<file path="src/hw/csb_defines.svh">
// Purpose: constants of the clock safeguard block
// Assumes: byte offsets on the register bus
// Notes:   timing counts in pclk cycles; reset delay in internal ticks, start-up in main ticks
`ifndef CSB_DEFINES_SVH
`define CSB_DEFINES_SVH

`define CSB_CTRL_OFFSET        12'h00D1
`define CSB_CTRL_WORD_ADDR     12'h0344
`define CSB_STAT_ADDR          12'h0400
`define CSB_OPT_ADDR           12'h0404
`define CSB_CTRL_RESET         8'h40
`define CSB_OPT_RESET          8'h01
`define CSB_MAIN_OSC_DISABLE_BIT         2
`define CSB_OPT_SAFEGUARD_BIT  0
`define CSB_OPT_OSCTYPE_BIT    6
`define CSB_DIV_TIMER          4'hC
`define CSB_DIV_CORE           4'hD
`define CSB_RESET_DELAY        12'h0800
`define CSB_BACKUP_DIV         8'h20
`define CSB_MISS_LIMIT         8'h10
`define CSB_STARTUP_CYCLES     8'h40
`define CSB_MIN_EDGE_GAP       8'h02

`endif

</file>
<file path="src/hw/csb_pkg.sv">
// Purpose: types of the clock safeguard block
// Assumes: nothing
// Notes:   constants live in csb_defines.svh
package csb_pkg;
    typedef enum logic [1:0] {
        CSB_SRC_MAIN,
        CSB_SRC_TO_BACKUP,
        CSB_SRC_BACKUP,
        CSB_SRC_TO_MAIN
    } csb_src_type;
endpackage

</file>
<file path="src/hw/csb_clock_safeguard.sv">
// Purpose: clock safeguard, backup oscillator and clock dividers
// Assumes: main oscillator edges arrive as a sampled level osc_input_pin
// Notes:   the internal clock is an enable pulse, not a clock net
//          the safeguard maximum rate is a minimum gap between accepted
//          rising edges; a faster input simply loses edges
//          a main oscillator counts as missing after a fixed run of pclk
//          cycles with no accepted edge
//          the backup oscillator is a pclk divider, so its period is exact;
//          real silicon would drift with supply and temperature
//          the option byte is a register here, writable only while the
//          reset delay runs, then frozen like programmed fuses
//          converter control bits are passed through untouched
//          returning to main waits for a backup tick at an instruction end,
//          so a core that never ends an instruction stays on backup
//          switching is done on backup ticks, except back to main on a safeguard drop
//
// Function
// - timer clock is internal/12, core /13, auto-reload timer /1 or /3.
// - writing one to control bit 2 stops the main oscillator.
// - the oscillator-off bit acts only with safeguard option enabled.
// - software stop with safeguard on starts backup and runs from it.
// - backup starts one backup period after first missing main edge.
// - no backup oscillator or switch-over when safeguard disabled.
// - reset delay counter runs on backup until main runs, then main.
// - backup oscillator switches off once the main oscillator has started.
// - return to main waits start-up period plus current instruction.
// - on backup the core keeps running normally at the reduced rate.
// - safeguard filters spikes and caps the internal clock rate.
// - over-fast input loses cycles so the internal clock stays in range.
// - control register at 0D1h, read/write, reset value 40h.
// - control bits 7:3 and 1:0 are converter control, otherwise unused.
// - option bit 0 zero disables, one enables the safeguard.
// - option bit 6 zero crystal/resonator/clock, one RC network.
//
// Decided for this implementation: the APB slave port.
`timescale 1ns/100ps
`default_nettype none
`include "csb_defines.svh"

module csb_clock_safeguard
    import csb_pkg::*;
(
    input  wire logic        pclk,
    input  wire logic        presetn,
    input  wire logic        psel,
    input  wire logic        penable,
    input  wire logic        pwrite,
    input  wire logic [11:0] paddr,
    input  wire logic [31:0] pwdata,
    input  wire logic [3:0]  pstrb,
    output logic      [31:0] prdata,
    output logic             pready,
    output logic             pslverr,
    input  wire logic        osc_input_pin,
    input  wire logic        instr_boundary,
    input  wire logic [1:0]  art_div_sel,
    output logic             main_osc_enable,
    output logic             rc_mode,
    output logic             low_freq_backup_osc,
    output logic             int_clk_en,
    output logic             timer_clk_en,
    output logic             core_clk_en,
    output logic             art_clk_en,
    output logic             reset_delay_done,
    output logic [7:0]       converter_control_bits
);
    import csb_pkg::*;

    // ********************************************************
    // functions
    // ********************************************************
    // wrap counter of modulus lim
    function automatic logic [3:0] div_next(input logic [3:0] cnt,
                                            input logic [3:0] lim);
        div_next = (cnt == lim - 4'h1) ? 4'h0 : cnt + 4'h1;
    endfunction

    // saturating increment
    function automatic logic [7:0] sat_inc(input logic [7:0] v);
        sat_inc = (v == 8'hFF) ? v : v + 8'h01;
    endfunction

    // ********************************************************
    // register bus
    // ********************************************************
    logic [7:0]  ctrl_r;
    logic [7:0]  opt_r;
    logic        strap_done_r;
    csb_src_type src_r;
    logic        backup_on_r;

    // byte lane 0 carries every register
    wire logic access    = psel & penable;
    wire logic hit_ctrl  = (paddr == `CSB_CTRL_WORD_ADDR);
    wire logic hit_stat  = (paddr == `CSB_STAT_ADDR);
    wire logic hit_opt   = (paddr == `CSB_OPT_ADDR);
    wire logic hit_any   = hit_ctrl | hit_stat | hit_opt;
    wire logic wr_ctrl   = access & pwrite & hit_ctrl & pstrb[0];
    wire logic wr_opt    = access & pwrite & hit_opt & pstrb[0];

    // zero wait states: every access completes in its first cycle
    assign pready  = 1'b1;
    assign pslverr = access & ~hit_any;

    // status word: backup running, delay done, source code
    wire logic [31:0] rd_mux =
        hit_ctrl ? {24'h0000_00, ctrl_r} :
        hit_opt  ? {24'h0000_00, opt_r} :
        hit_stat ? {28'h0000_000, backup_on_r, reset_delay_done,
                    src_r} : 32'h0000_0000;

    always_ff @(posedge pclk or negedge presetn) begin
        if (!presetn) begin
            prdata <= 32'h0000_0000;
        // captured in the setup cycle; holds until the next read
        end else if (psel & ~penable & ~pwrite) begin
            prdata <= rd_mux;
        end
    end

    // full byte stored; all eight bits, bit 2 included, go to the converter
    always_ff @(posedge pclk or negedge presetn) begin
        if (!presetn) begin
            ctrl_r <= `CSB_CTRL_RESET;
        end else if (wr_ctrl) begin
            ctrl_r <= pwdata[7:0];
        end
    end
    assign converter_control_bits = ctrl_r;

    // option byte: writable only until the reset delay ends, then frozen
    always_ff @(posedge pclk or negedge presetn) begin
        if (!presetn) begin
            opt_r        <= `CSB_OPT_RESET;
            strap_done_r <= 1'b0;
        end else begin
            if (wr_opt && !strap_done_r) begin
                opt_r <= pwdata[7:0];
            end
            strap_done_r <= reset_delay_done;
        end
    end

    wire logic safeguard_on = opt_r[`CSB_OPT_SAFEGUARD_BIT];
    assign rc_mode = opt_r[`CSB_OPT_OSCTYPE_BIT];
    wire logic sw_stop = safeguard_on & ctrl_r[`CSB_MAIN_OSC_DISABLE_BIT];
    assign main_osc_enable = ~sw_stop;

    // ********************************************************
    // main oscillator edge detect and spike filter
    // ********************************************************
    logic       osc_d_r;
    logic [7:0] gap_r;
    logic [7:0] miss_r;

    wire logic osc_rise = osc_input_pin & ~osc_d_r;
    // a rise closer than the minimum gap is a spike or overspeed
    wire logic too_fast = safeguard_on && (gap_r < `CSB_MIN_EDGE_GAP);
    wire logic main_tick = osc_rise & main_osc_enable & ~too_fast;

    // counters saturate so a long stop never wraps into a false edge
    always_ff @(posedge pclk or negedge presetn) begin
        if (!presetn) begin
            osc_d_r <= 1'b0;
            gap_r   <= 8'h00;
            miss_r  <= 8'h00;
        end else begin
            osc_d_r <= osc_input_pin;
            gap_r   <= main_tick ? 8'h00 : sat_inc(gap_r);
            miss_r  <= main_tick ? 8'h00 : sat_inc(miss_r);
        end
    end

    // a software stop counts as missing at once, no timeout needed
    wire logic main_missing = ~main_osc_enable |
                              (miss_r >= `CSB_MISS_LIMIT);

    // ********************************************************
    // backup oscillator
    // ********************************************************
    logic [7:0] bk_cnt_r;
    wire  logic bk_tick = backup_on_r && (bk_cnt_r == `CSB_BACKUP_DIV - 8'h01);

    // idles at zero, so each start gives one full period
    always_ff @(posedge pclk or negedge presetn) begin
        if (!presetn) begin
            bk_cnt_r <= 8'h00;
        end else if (!backup_on_r || bk_tick) begin
            bk_cnt_r <= 8'h00;
        end else begin
            bk_cnt_r <= bk_cnt_r + 8'h01;
        end
    end
    assign low_freq_backup_osc = backup_on_r;

    // ********************************************************
    // source selection
    // ********************************************************
    logic [7:0] wait_r;
    logic [7:0] start_r;

    // switches on a backup tick, except back to main on a safeguard drop: no short phase
    always_ff @(posedge pclk or negedge presetn) begin
        if (!presetn) begin
            src_r       <= CSB_SRC_MAIN;
            backup_on_r <= 1'b0;
            wait_r      <= 8'h00;
            start_r     <= 8'h00;
        end else begin
            case (src_r)
                CSB_SRC_MAIN: begin
                    start_r <= 8'h00;
                    if (safeguard_on && main_missing) begin
                        src_r       <= CSB_SRC_TO_BACKUP;
                        backup_on_r <= 1'b1;
                        wait_r      <= 8'h00;
                    end
                end
                CSB_SRC_TO_BACKUP: begin
                    // one full backup period before it drives the clock
                    if (bk_tick) begin
                        src_r <= CSB_SRC_BACKUP;
                    end
                end
                CSB_SRC_BACKUP: begin
                    // safeguard dropped: no backup allowed, back to main
                    if (!safeguard_on) begin
                        src_r       <= CSB_SRC_MAIN;
                        backup_on_r <= 1'b0;
                    end else if (main_tick) begin
                        // start-up ticks; a gap of CSB_MISS_LIMIT pclk cycles restarts the count
                        start_r <= sat_inc(start_r);
                        if (start_r >= `CSB_STARTUP_CYCLES) begin
                            src_r <= CSB_SRC_TO_MAIN;
                        end
                    end else if (main_missing) begin
                        start_r <= 8'h00;
                    end
                end
                CSB_SRC_TO_MAIN: begin
                    // finish the running instruction at the backup rate
                    if (bk_tick && instr_boundary) begin
                        src_r       <= CSB_SRC_MAIN;
                        backup_on_r <= 1'b0;
                    end else if (main_missing) begin
                        // main failed again before the switch
                        src_r   <= CSB_SRC_BACKUP;
                        start_r <= 8'h00;
                    end
                end
                default: begin
                    // unreachable code, recover to main
                    src_r <= CSB_SRC_MAIN;
                end
            endcase
        end
    end

    // ********************************************************
    // internal tick
    // ********************************************************
    wire logic on_backup = (src_r == CSB_SRC_BACKUP) |
                           (src_r == CSB_SRC_TO_MAIN);
    // a main edge right after the last backup tick would give a short
    // phase at the switch back, so it is dropped
    wire logic main_gated = main_tick & ~int_clk_en;
    // core runs on whichever source is selected, nothing else changes
    wire logic int_tick = on_backup ? bk_tick : main_gated;

    // ********************************************************
    // dividers
    // ********************************************************
    // advance on internal ticks only and never reset on a switch,
    // so divided clocks keep their ratio across a switch
    logic [3:0] div12_r;
    logic [3:0] div13_r;
    logic [1:0] div3_r;

    always_ff @(posedge pclk or negedge presetn) begin
        if (!presetn) begin
            div12_r <= 4'h0;
            div13_r <= 4'h0;
            div3_r  <= 2'b00;
        end else if (int_tick) begin
            div12_r <= div_next(div12_r, `CSB_DIV_TIMER);
            div13_r <= div_next(div13_r, `CSB_DIV_CORE);
            div3_r  <= (div3_r == 2'b10) ? 2'b00 : div3_r + 2'b01;
        end
    end

    wire logic t12_hit = int_tick && (div12_r == `CSB_DIV_TIMER - 4'h1);
    wire logic t13_hit = int_tick && (div13_r == `CSB_DIV_CORE - 4'h1);
    // auto-reload timer: select bit 0 picks /3, else /1
    wire logic t3_hit  = int_tick && (div3_r == 2'b10);
    wire logic art_hit = art_div_sel[0] ? t3_hit : int_tick;

    // ********************************************************
    // reset delay counter
    // ********************************************************
    // counts internal ticks, so its length follows the source
    logic [11:0] rst_cnt_r;
    logic        rst_done_r;

    // clocked by the selected source, backup until main has started
    always_ff @(posedge pclk or negedge presetn) begin
        if (!presetn) begin
            rst_cnt_r  <= 12'h000;
            rst_done_r <= 1'b0;
        end else if (int_tick && !rst_done_r) begin
            rst_cnt_r <= rst_cnt_r + 12'h001;
            if (rst_cnt_r == `CSB_RESET_DELAY - 12'h001) begin
                rst_done_r <= 1'b1;
            end
        end
    end
    assign reset_delay_done = rst_done_r;

    // ********************************************************
    // outputs
    // ********************************************************
    // registered: one pclk after the tick, glitch free
    always_ff @(posedge pclk or negedge presetn) begin
        if (!presetn) begin
            int_clk_en   <= 1'b0;
            timer_clk_en <= 1'b0;
            core_clk_en  <= 1'b0;
            art_clk_en   <= 1'b0;
        end else begin
            int_clk_en   <= int_tick;
            timer_clk_en <= t12_hit;
            core_clk_en  <= t13_hit & rst_done_r;
            art_clk_en   <= art_hit;
        end
    end

endmodule
`default_nettype wire

</file>
<file path="config.mk">
export PLATFORM = sky130hd
export DESIGN_NAME = csb_clock_safeguard
export DESIGN_NICKNAME = d
export VERILOG_FILES = /design/src/hw/csb_pkg.sv /design/src/hw/csb_clock_safeguard.sv
export VERILOG_INCLUDE_DIRS = /design/src /design/src/hw
export SDC_FILE = /design/constraint.sdc
export NUM_CORES = 1
export LEC_CHECK = 0
export BUFFER_PORTS_ARGS = -buffer_cell sky130_fd_sc_hd__buf_2
export CORE_MARGIN = 5
export CORE_UTILIZATION = 54
export DETAILED_ROUTE_END_ITERATION = 16
export PLACE_DENSITY = 0.91
export RECOVER_POWER = 50
export SETUP_SLACK_MARGIN = 0.5
export SYNTH_ARGS = -nofsm -noshare
export SYNTH_HDL_FRONTEND = slang
export SYNTH_SLANG_ARGS = --single-unit
</file>
<file path="constraint.sdc">
create_clock -name pclk -period 2.7 [get_ports pclk]
set_input_delay 0 -clock pclk [delete_from_list [all_inputs] [get_ports pclk]]
set_output_delay 0 -clock pclk [all_outputs]
set_load 0.01 [all_outputs]
</file>
# Word level (Yosys, flattened, before mapping)
# Index checks and enable logic that the tools add are counted.
# W data, S select, Z words.
op_classes:
  add_sub_neg: 8
  order_cmp: 3
  eq_ne: 26
  n_mux: 31
  bitwise_logic: 26
  reduce_logical: 19
op_table:
  columns: ["op", "n"]
  rows:
  - ["$mux W8", 12]
  - ["$eq A12 B11 Y1 const B", 3]
  - ["$add A8 B1 Y8 const B", 4]
  - ["$eq A8 B8 Y1 const B", 3]
  - ["$pmux W8 S3", 1]
  - ["$mux W2", 8]
  - ["$ne A2 B2 Y1 const B", 8]
  - ["$and A1 B1 Y1", 15]
  - ["$add A12 B1 Y12 const B", 1]
  - ["$eq A12 B10 Y1 const B", 1]
  - ["$mux W4", 3]
  - ["$ne A3 B3 Y1 const B", 4]
  - ["$logic_and A1 B1 Y1", 9]
  - ["$add A4 B1 Y4 const B", 2]
  - ["$eq A4 B4 Y1 const B", 2]
  - ["$eq A8 B5 Y1 const B", 1]
  - ["$ge A8 B5 Y1 const B", 1]
  - ["$ge A8 B7 Y1 const B", 1]
  - ["$lt A8 B2 Y1 const B", 1]
  - ["$pmux W2 S4", 1]
  - ["$reduce_and A4 Y1", 2]
  - ["$not A1 Y1", 7]
  - ["$eq A2 B2 Y1 const B", 3]
  - ["$mux W1", 5]
  - ["10 further kinds", 15]
totals:
  reg_bits: 112
  input_bits: 57
  out_inout_bits: 50
  elab_cells: 133

# Logic depth before layout (Yosys ltp)
# Gate-level depths: netlist of the first run.
logic_depth:
  depth_word: 8
  ltp_mapped: 8
  depth_no_buf: 7

# Worst setup path before layout of the first run
# Ideal clock, no wire load.
synth_path:
  path_kind: "reg-to-reg"
  start: "reg opt_r[0]"
  end: "reg start_r[2]"
  t_arrival_ps: 2141
  required_ps: 2574
  setup_slack_ps: 433
  stages_incl_launch_ff: 7
  path_cell_list: "dfstp_2 > buf_6 > or4b_4 > o211a_4 > a2111oi_4 > nor4_4 > a221o_1"
synth_between:
  elab_chain_len: 7
  elab_cells_between_ends: 15
synth_lines:
  columns: ["element", "line_no", "text"]
  rows:
  - ["start, declared", "csb_clock_safeguard.sv:87", "logic [7:0] opt_r;"]
  - ["start signal, assigned", "csb_clock_safeguard.sv:134", "opt_r <= `CSB_OPT_RESET;"]
  - ["start signal, assigned", "csb_clock_safeguard.sv:138", "opt_r <= pwdata[7:0];"]
  - ["$and A1 B1 Y1", "csb_clock_safeguard.sv:146", "wire logic sw_stop = safeguard_on & ctrl_r[`CSB_MAIN_OSC_DISABLE_BIT];"]
  - ["$not A1 Y1", "csb_clock_safeguard.sv:147", "assign main_osc_enable = ~sw_stop;"]
  - ["$and A1 B1 Y1 (2 in series)", "csb_clock_safeguard.sv:159", "wire logic main_tick = osc_rise & main_osc_enable & ~too_fast;"]
  - ["$mux W8", "csb_clock_safeguard.sv:230", "end else if (main_tick) begin"]
  - ["$mux W8", "csb_clock_safeguard.sv:227", "if (!safeguard_on) begin"]
  - ["$pmux W8 S3", "csb_clock_safeguard.sv:210", "case (src_r)"]
  - ["end signal, assigned", "csb_clock_safeguard.sv:232", "start_r <= sat_inc(start_r);"]
  - ["end, declared", "csb_clock_safeguard.sv:200", "logic [7:0] start_r;"]
# Several ways; a longest one is shown, not always the timed one. The select of a mux whose other input is x is not followed.
# A chain may end at the register's enable or synchronous reset.

# Final worst setup path of the first run
layout_path:
  start: "reg opt_r[0]"
  end: "reg start_r[6]"
# The elaborated chain is that of the path after synthesis.

==> impl_metrics.csv, run 1 <==
group,metric,value,unit
placed_design,routabilityCongestion,0.850,
setup_path,end_kind,"flip-flop",
power_and_ir_drop,combPwrFrac,0.201,
power_and_ir_drop,swShare,0.325,
outcome,status,"finished, violations left",
synthesis,syn_inst,428,
die,rows,33,
power_and_ir_drop,leakagePower,2.59,nW
placed_design,numPortBuffers,53,
synthesis,yosys-top-cells-count,"dfrtp_1, nor2_1, nand2_1",
synthesis,synthDistinctLibCells,65,
synthesis,ys_seq_area_frac,0.486,
timing,hold_viol,0,
final_layout,nets,580,
grt,grt_pass1_wl,17500,um
clocking,tritoncts,"done",
timing,fin_skew,0.00977,ns
timing,fin_crit_sh,0.859,
worst_hold_path,min_from,"instr_boundary",
timing,relSlewSlack,-0.414,
clocking,ctsHtreeMaxLevel,3,
final_layout,stdcell_count,624,
clocking,clock_latency,0.36,ns
setup_path,crit_fanout,8,
detailed_routing,wl,11200,um
synthesis,async_flop_share,1.00,
placed_design,place_area,0.00483,mm2
detailed_routing,wl_per_cell,17.9,um
setup_path,crit_type,"reg2reg",
power_and_ir_drop,p_sw,1.08,mW
synthesis,yosys_most_used_dff,"dfrtp_1",
setup_path,start_kind,"flip-flop",
power_and_ir_drop,seqPwrFrac,0.505,
worst_hold_path,hp-class,"in2reg",
grt,grt_usage,0.217,
worst_hold_path,holdPathStages,4,
detailed_routing,first_iter_violations,244,
grt,antenna_found_initial,0,
detailed_routing,ant_nets,0,
clocking,cts_buffers,9,
synthesis,yosysTopAreaCell,"dfrtp_1",
placed_design,dp_cells,579,
timing,fin_crit,2.32,ns
grt,grt_pass1_vias,3557,
power_and_ir_drop,internal_power,2.24,mW
synthesis,syn-mean-instance-area,10.6,um2
die,die_area,0.0103,mm2
grt,grt_max_degree,89,
die,core-area,0.00822,mm2
final_layout,utilization,0.664,
setup_path,r2r_setup_slack,0.38,ns
timing,worst_pin_slew,2.12,ns
placed_design,post-place-ws,0.341,ns
synthesis,synth.most_common_cell,"dfrtp_1",
timing,finalSetupTns,0,ns
clocking,path_clk_slew,0.09,ns
timing,max_freq,431,MHz
final_layout,final_area,0.00546,mm2
clocking,numClockSinks,88,
detailed_routing,via_count,3636,
die,io_pins,107,
detailed_routing,drt_first_pass_iters,5,
detailed_routing,remaining_drc_errors,0,
job,maxCapViolCount,1,
die,initial_core_util,0.552,
clocking,root_buffer,"clkbuf_8",
power_and_ir_drop,pwr_density_cell,608,mW/mm2
die,die_w,102,um
grt,overflow,0,
placed_design,dp_hpwl,6640,um
setup_path,cp_cell_sequence,"or4b_4 > o211a_4 > buf_12 > nor3b_4 > nor4_4 > buf_6 > buf_4 > o2bb2ai_2",
synthesis,synth_warnings,0,
setup_path,cpMaxStageDelayCell,"dfstp_2",
synthesis,synth_area_leaders,"dfrtp_1, buf_4, nor2_1",
power_and_ir_drop,p_clk_frac,0.293,
setup_path,timing.rr.start,"opt_r[0]",
timing,slew_violations,89,
synthesis,synth-edff-count,0,
final_layout,fill_cells,579,
outcome,violations,"max-capacitance violations, max-slew violations",
timing,rsz0062_at_grt,"true",
setup_path,r2r_cells,8,
power_and_ir_drop,vdd_drop_max,442,uV
timing,fin_ws,0.380,ns
setup_path,crit_path_start,"opt_r[0]",
setup_path,r2r_end,"start_r[6]",
setup_path,worst_path_largest_cell_delay,0.55,ns
setup_path,arrival,2.61,ns
die,fp.dieH,102,um
final_layout,syn2layout_area_growth,20.4,%
timing,setup_viol,0,
final_layout,antenna_cells,0,
clocking,cts.path.max_buffers,2,
synthesis,synth_top_area_share,0.475,
synthesis,synth_area,0.00453,mm2
setup_path,required,2.99,ns
worst_hold_path,hold_end,"src_r[0]",
detailed_routing,vias_per_cell,5.83,
synthesis,ys_ff_latch,88,
final_layout,layout-drive-gt1-share,0.247,
[cell type report]
| class | count | area [um2] | area share |
|---|---|---|---|
| sequential | 88 | 2200 | 0.404 |
| multi-input combinational | 313 | 2240 | 0.410 |
| tap | 105 | 131 | 0.0241 |
| clock buffer | 10 | 138 | 0.0252 |
| clock inverter | 6 | 75.1 | 0.0138 |
| inverter | 14 | 65.1 | 0.0119 |
| timing repair buffer | 88 | 608 | 0.111 |
[worst max-delay path, delay by kind of cell (launching register included)]
family,cells,cell delay (ns)
and+or+nand+nor,3,0.91
DFF,1,0.55
buffers and inverters,3,0.42
AOI/OAI and AO/OA,2,0.36
[layout by cell type (no fill, tap or decap), drive strengths merged, types with 3 or more instances in the layout]
master / Yosys / routed
nor2b: 5 / 5
dlygate4sd3: 0 / 11
nor4: 9 / 9
or2: 3 / 3
nor3: 10 / 10
nand4: 10 / 10
nand2: 28 / 28
inv: 14 / 17
or4: 3 / 3
a21o: 3 / 3
a222oi: 4 / 4
a211oi: 4 / 4
xor2: 14 / 14
ha: 9 / 9
mux2: 17 / 17
clkbuf: 8 / 35
a311oi: 3 / 3
nand2b: 7 / 7
dfrtp: 86 / 86
mux2i: 3 / 3
o21ai: 14 / 14
a21oi: 22 / 22
o2bb2ai: 3 / 3
and3: 6 / 6
xnor2: 10 / 10
buf: 29 / 52
a22oi: 5 / 5
nor2: 42 / 42
conb: 2 / 25
and2: 6 / 6
nand3: 17 / 17
[cells by family after synthesis]
group | synth area share
other | 0.00166
AND/OR/NAND/NOR | 0.200
adder cells (fa/ha/maj) | 0.0248
XOR/XNOR | 0.0464
multiplexers | 0.0555
buffers and inverters | 0.0654
flip-flops | 0.486
AO/OA/AOI/OAI | 0.120
[registers in the layout, summed over array words and instances, names as in the netlist, 2 cells and up]
name,cells
start_r,8
miss_r,8
opt_r,8
converter_control_bits,8
div13_r,4
src_r,2
div3_r,2
bk_cnt_r,8
gap_r,8
rst_cnt_r,12
div12_r,4
prdata,8
[routing by layer]
metal  vias up  routed length, um  track usage
met5         -                  0            0
met3        32                710       0.0585
met4         0                262       0.0757
met2       152               5940        0.370
li1       1649                  -            -
met1      1803               4280        0.266
[through the flow]
step | total power [mW] | hold slack, ns
6_report | 3.32 | 0.0317
5_1_grt | 3.51 | 0.0729
4_1_cts | 3.23 | 0.0124
3_5_place_dp | 2.22 | 0.121
3_3_place_gp | 2.16 | 0.122
2_1_floorplan | 2.05 | -0.296
[worst max-delay path by stage]
stage                   endpoint  cells past startpoint
floorplan             start_r[2]                      6
global placement      start_r[2]                      5
detailed placement  rst_cnt_r[8]                      7
CTS                   start_r[2]                      5
global route            gap_r[4]                      2
finish                start_r[6]                      8
[power groups by stage]
stage	combinational (mW)	clock (mW)	sequential, mW
finish	0.669	0.974	1.68
global route	0.753	1.05	1.70
CTS	0.577	0.982	1.67
detailed placement	0.531	0	1.69
global placement	0.492	0	1.67
floorplan	0.398	0	1.66
[timing repair]
action | CTS | global route
resized for setup | 12 | 26
setup buffers | 10 | 6
hold buffers | 11 | 0
pin swaps | 10 | 19
endpoints found under the setup margin | 29 | 29
gates cloned | 1 | 1
hold endpoints to repair | 104 | 0
(Power assumes the default switching activity.)
==> run 2, diff against run 1 <==
--- a/config.mk
+++ b/config.mk
@@ -12,6 +12,7 @@
 export DETAILED_ROUTE_END_ITERATION = 16
 export PLACE_DENSITY = 0.91
 export RECOVER_POWER = 50
+export REMOVE_ABC_BUFFERS = 1
 export SETUP_SLACK_MARGIN = 0.5
 export SYNTH_ARGS = -nofsm -noshare
 export SYNTH_HDL_FRONTEND = slang
==> run 2 against run 1 <==
  * The run still ends with max-capacitance violations, max-slew violations left
  * Clock power up 7%
  * Register-to-register slack better by 0.06 ns
  * Sequential cell count unchanged
  * Core utilization down 1.3 points
  * Global-route usage down 0.84 points
  * Via count down 0.96%
  * Die area unchanged
  * Non-clock buffer count up 2
  * Wire length down 3.9%
  * Highest routed layer unchanged
==> impl_metrics.csv, run 2 (synthesis results as in run 1) <==
group,metric,value,unit
final_layout,stdcell_count,626,
setup_path,arrival,2.57,ns
grt,grt_pass1_wl,17200,um
detailed_routing,ant_nets,0,
setup_path,timing.rr.start,"opt_r[0]",
setup_path,crit_family,"simple AND/OR/NAND/NOR gates",
final_layout,largest_reg_flops,12,
detailed_routing,drt_first_pass_iters,6,
detailed_routing,first_iter_violations,278,
placed_design,dp_cells,579,
setup_path,end_kind,"flip-flop",
detailed_routing,via_count,3601,
clocking,root_buffer,"clkbuf_8",
power_and_ir_drop,leakagePower,2.56,nW
grt,antenna_found_initial,0,
timing,max_freq,442,MHz
setup_path,crit_type,"reg2reg",
clocking,path_clk_slew,0.09,ns
worst_hold_path,hp-class,"in2reg",
timing,slew_violations,89,
power_and_ir_drop,pwr_density_cell,625,mW/mm2
grt,grt_max_degree,89,
timing,finalSetupTns,0,ns
die,die_w,102,um
final_layout,syn2layout_area_growth,18.1,%
clocking,ctsHtreeMaxLevel,3,
power_and_ir_drop,vdd_drop_max,504,uV
detailed_routing,wl,10800,um
outcome,violations,"max-capacitance violations, max-slew violations",
setup_path,start_kind,"flip-flop",
grt,grt_usage,0.208,
timing,hold_viol,0,
timing,setup_viol,0,
placed_design,dp_hpwl,6770,um
timing,worst_pin_slew,2.11,ns
timing,fin_crit_sh,0.839,
detailed_routing,remaining_drc_errors,0,
setup_path,crit_fanout,6,
setup_path,worst_path_largest_cell_delay,0.55,ns
final_layout,final_cell_mix,"dfrtp_1, nor2_1, buf_2, nand2_1, conb_1",
die,die_area,0.0103,mm2
die,rows,33,
outcome,status,"finished, violations left",
final_layout,nets,582,
die,fp.dieH,102,um
detailed_routing,wl_per_cell,17.2,um
timing,rsz0062_at_grt,"true",
setup_path,required,3.00,ns
detailed_routing,vias_per_cell,5.75,
clocking,numClockSinks,88,
die,core-area,0.00822,mm2
final_layout,final_common_cell,"dfrtp_1",
clocking,cts_buffers,9,
clocking,clock_latency,0.36,ns
power_and_ir_drop,p_total,3.35,mW
setup_path,cpMaxStageDelayCell,"dfstp_2",
final_layout,regMostFlops,"rst_cnt_r",
grt,overflow,0,
die,io_pins,107,
setup_path,crit_path_start,"opt_r[0]",
final_layout,fill_cells,590,
timing,fin_crit,2.26,ns
final_layout,layout-drive-gt1-share,0.228,
placed_design,numPortBuffers,53,
grt,grt_pass1_vias,3631,
placed_design,routabilityCongestion,0.813,
setup_path,worst-path-buf-inv,1,
final_layout,antenna_cells,0,
timing,relSlewSlack,-0.410,
die,initial_core_util,0.552,
clocking,tritoncts,"done",
job,maxCapViolCount,1,
worst_hold_path,min_from,"instr_boundary",
clocking,cts.path.max_buffers,2,
setup_path,cp_cell_sequence,"or4b_4 > o211a_4 > nor3b_4 > nor4_4 > buf_4 > o22a_1",
timing,fin_skew,0.0102,ns
==> run 2: cell count changes in the layout (fill, tap and decap cells not counted), sizes merged <==
cell / change
bufinv: +1
clkinv: -1
clkbuf: -2
clkinvlp: +1
buf: +3
==> run 2: power breakdown <==
group | switching, mW | internal (mW) | total [mW]
Sequential | 0.190 | 1.49 | 1.68
Clock | 0.505 | 0.531 | 1.04
Combinational | 0.345 | 0.288 | 0.632
Total | 1.04 | 2.31 | 3.35
==> run 2: timing repair <==
action / in CTS / in global routing
cloned: 1 / 0
endpoints found under the setup margin: 25 / 20
resized for setup: 3 / 13
hold endpoints to repair: 104 / 0
hold buffers: 11 / 0
setup buffers: 7 / 12
pin swaps: 6 / 11
==> run 2: per-layer routing <==
layer,up-vias,GRT usage,routed length (um)
li1,1653,-,-
met1,1790,0.255,4140
met2,135,0.364,5780
met3,23,0.0331,594
met4,0,0.0910,240
met5,-,0,0
==> run 2: tightest hold or removal path, cell delays in order <==
cell,delay [ns]
buf_2,0.12
inv_1,0.07
a21oi_1,0.07
a21oi_1,0.10
==> run 2: path summary, 6_finish.rpt <==
path | endpoint | slack (ns) | cells after the start
min reg2reg | rst_cnt_r[11] | 0.47 | 1
max reg2reg | start_r[0] | 0.44 | 6
min in group asynchronous | converter_control_bits[4] | 0.76 | 2
max | start_r[0] | 0.44 | 6
max in group asynchronous | src_r[0] | 0.68 | 2
min | src_r[0] | 0.04 | 4
==> run 2: stage by stage <==
stage	utilization	cell area [um2]	setup slack (ns)	hold slack [ns]
after floorplan	-	4370	0.385	-0.296
after global placement	0.588	4830	0.372	0.120
after detailed placement	0.588	4830	0.335	0.125
after CTS	0.639	5250	0.433	0.0294
after global routing	0.652	5350	0.246	0.0658
final	0.652	5350	0.435	0.0440
==> run 2: layout make-up <==
class	instances	area, um2	share of cell area
inverter	14	55.1	0.0103
sequential	88	2200	0.412
timing repair buffer	90	557	0.104
clock buffer	9	124	0.0231
clock inverter	7	101	0.0189
tap	105	131	0.0245
multi-input combinational	313	2180	0.407
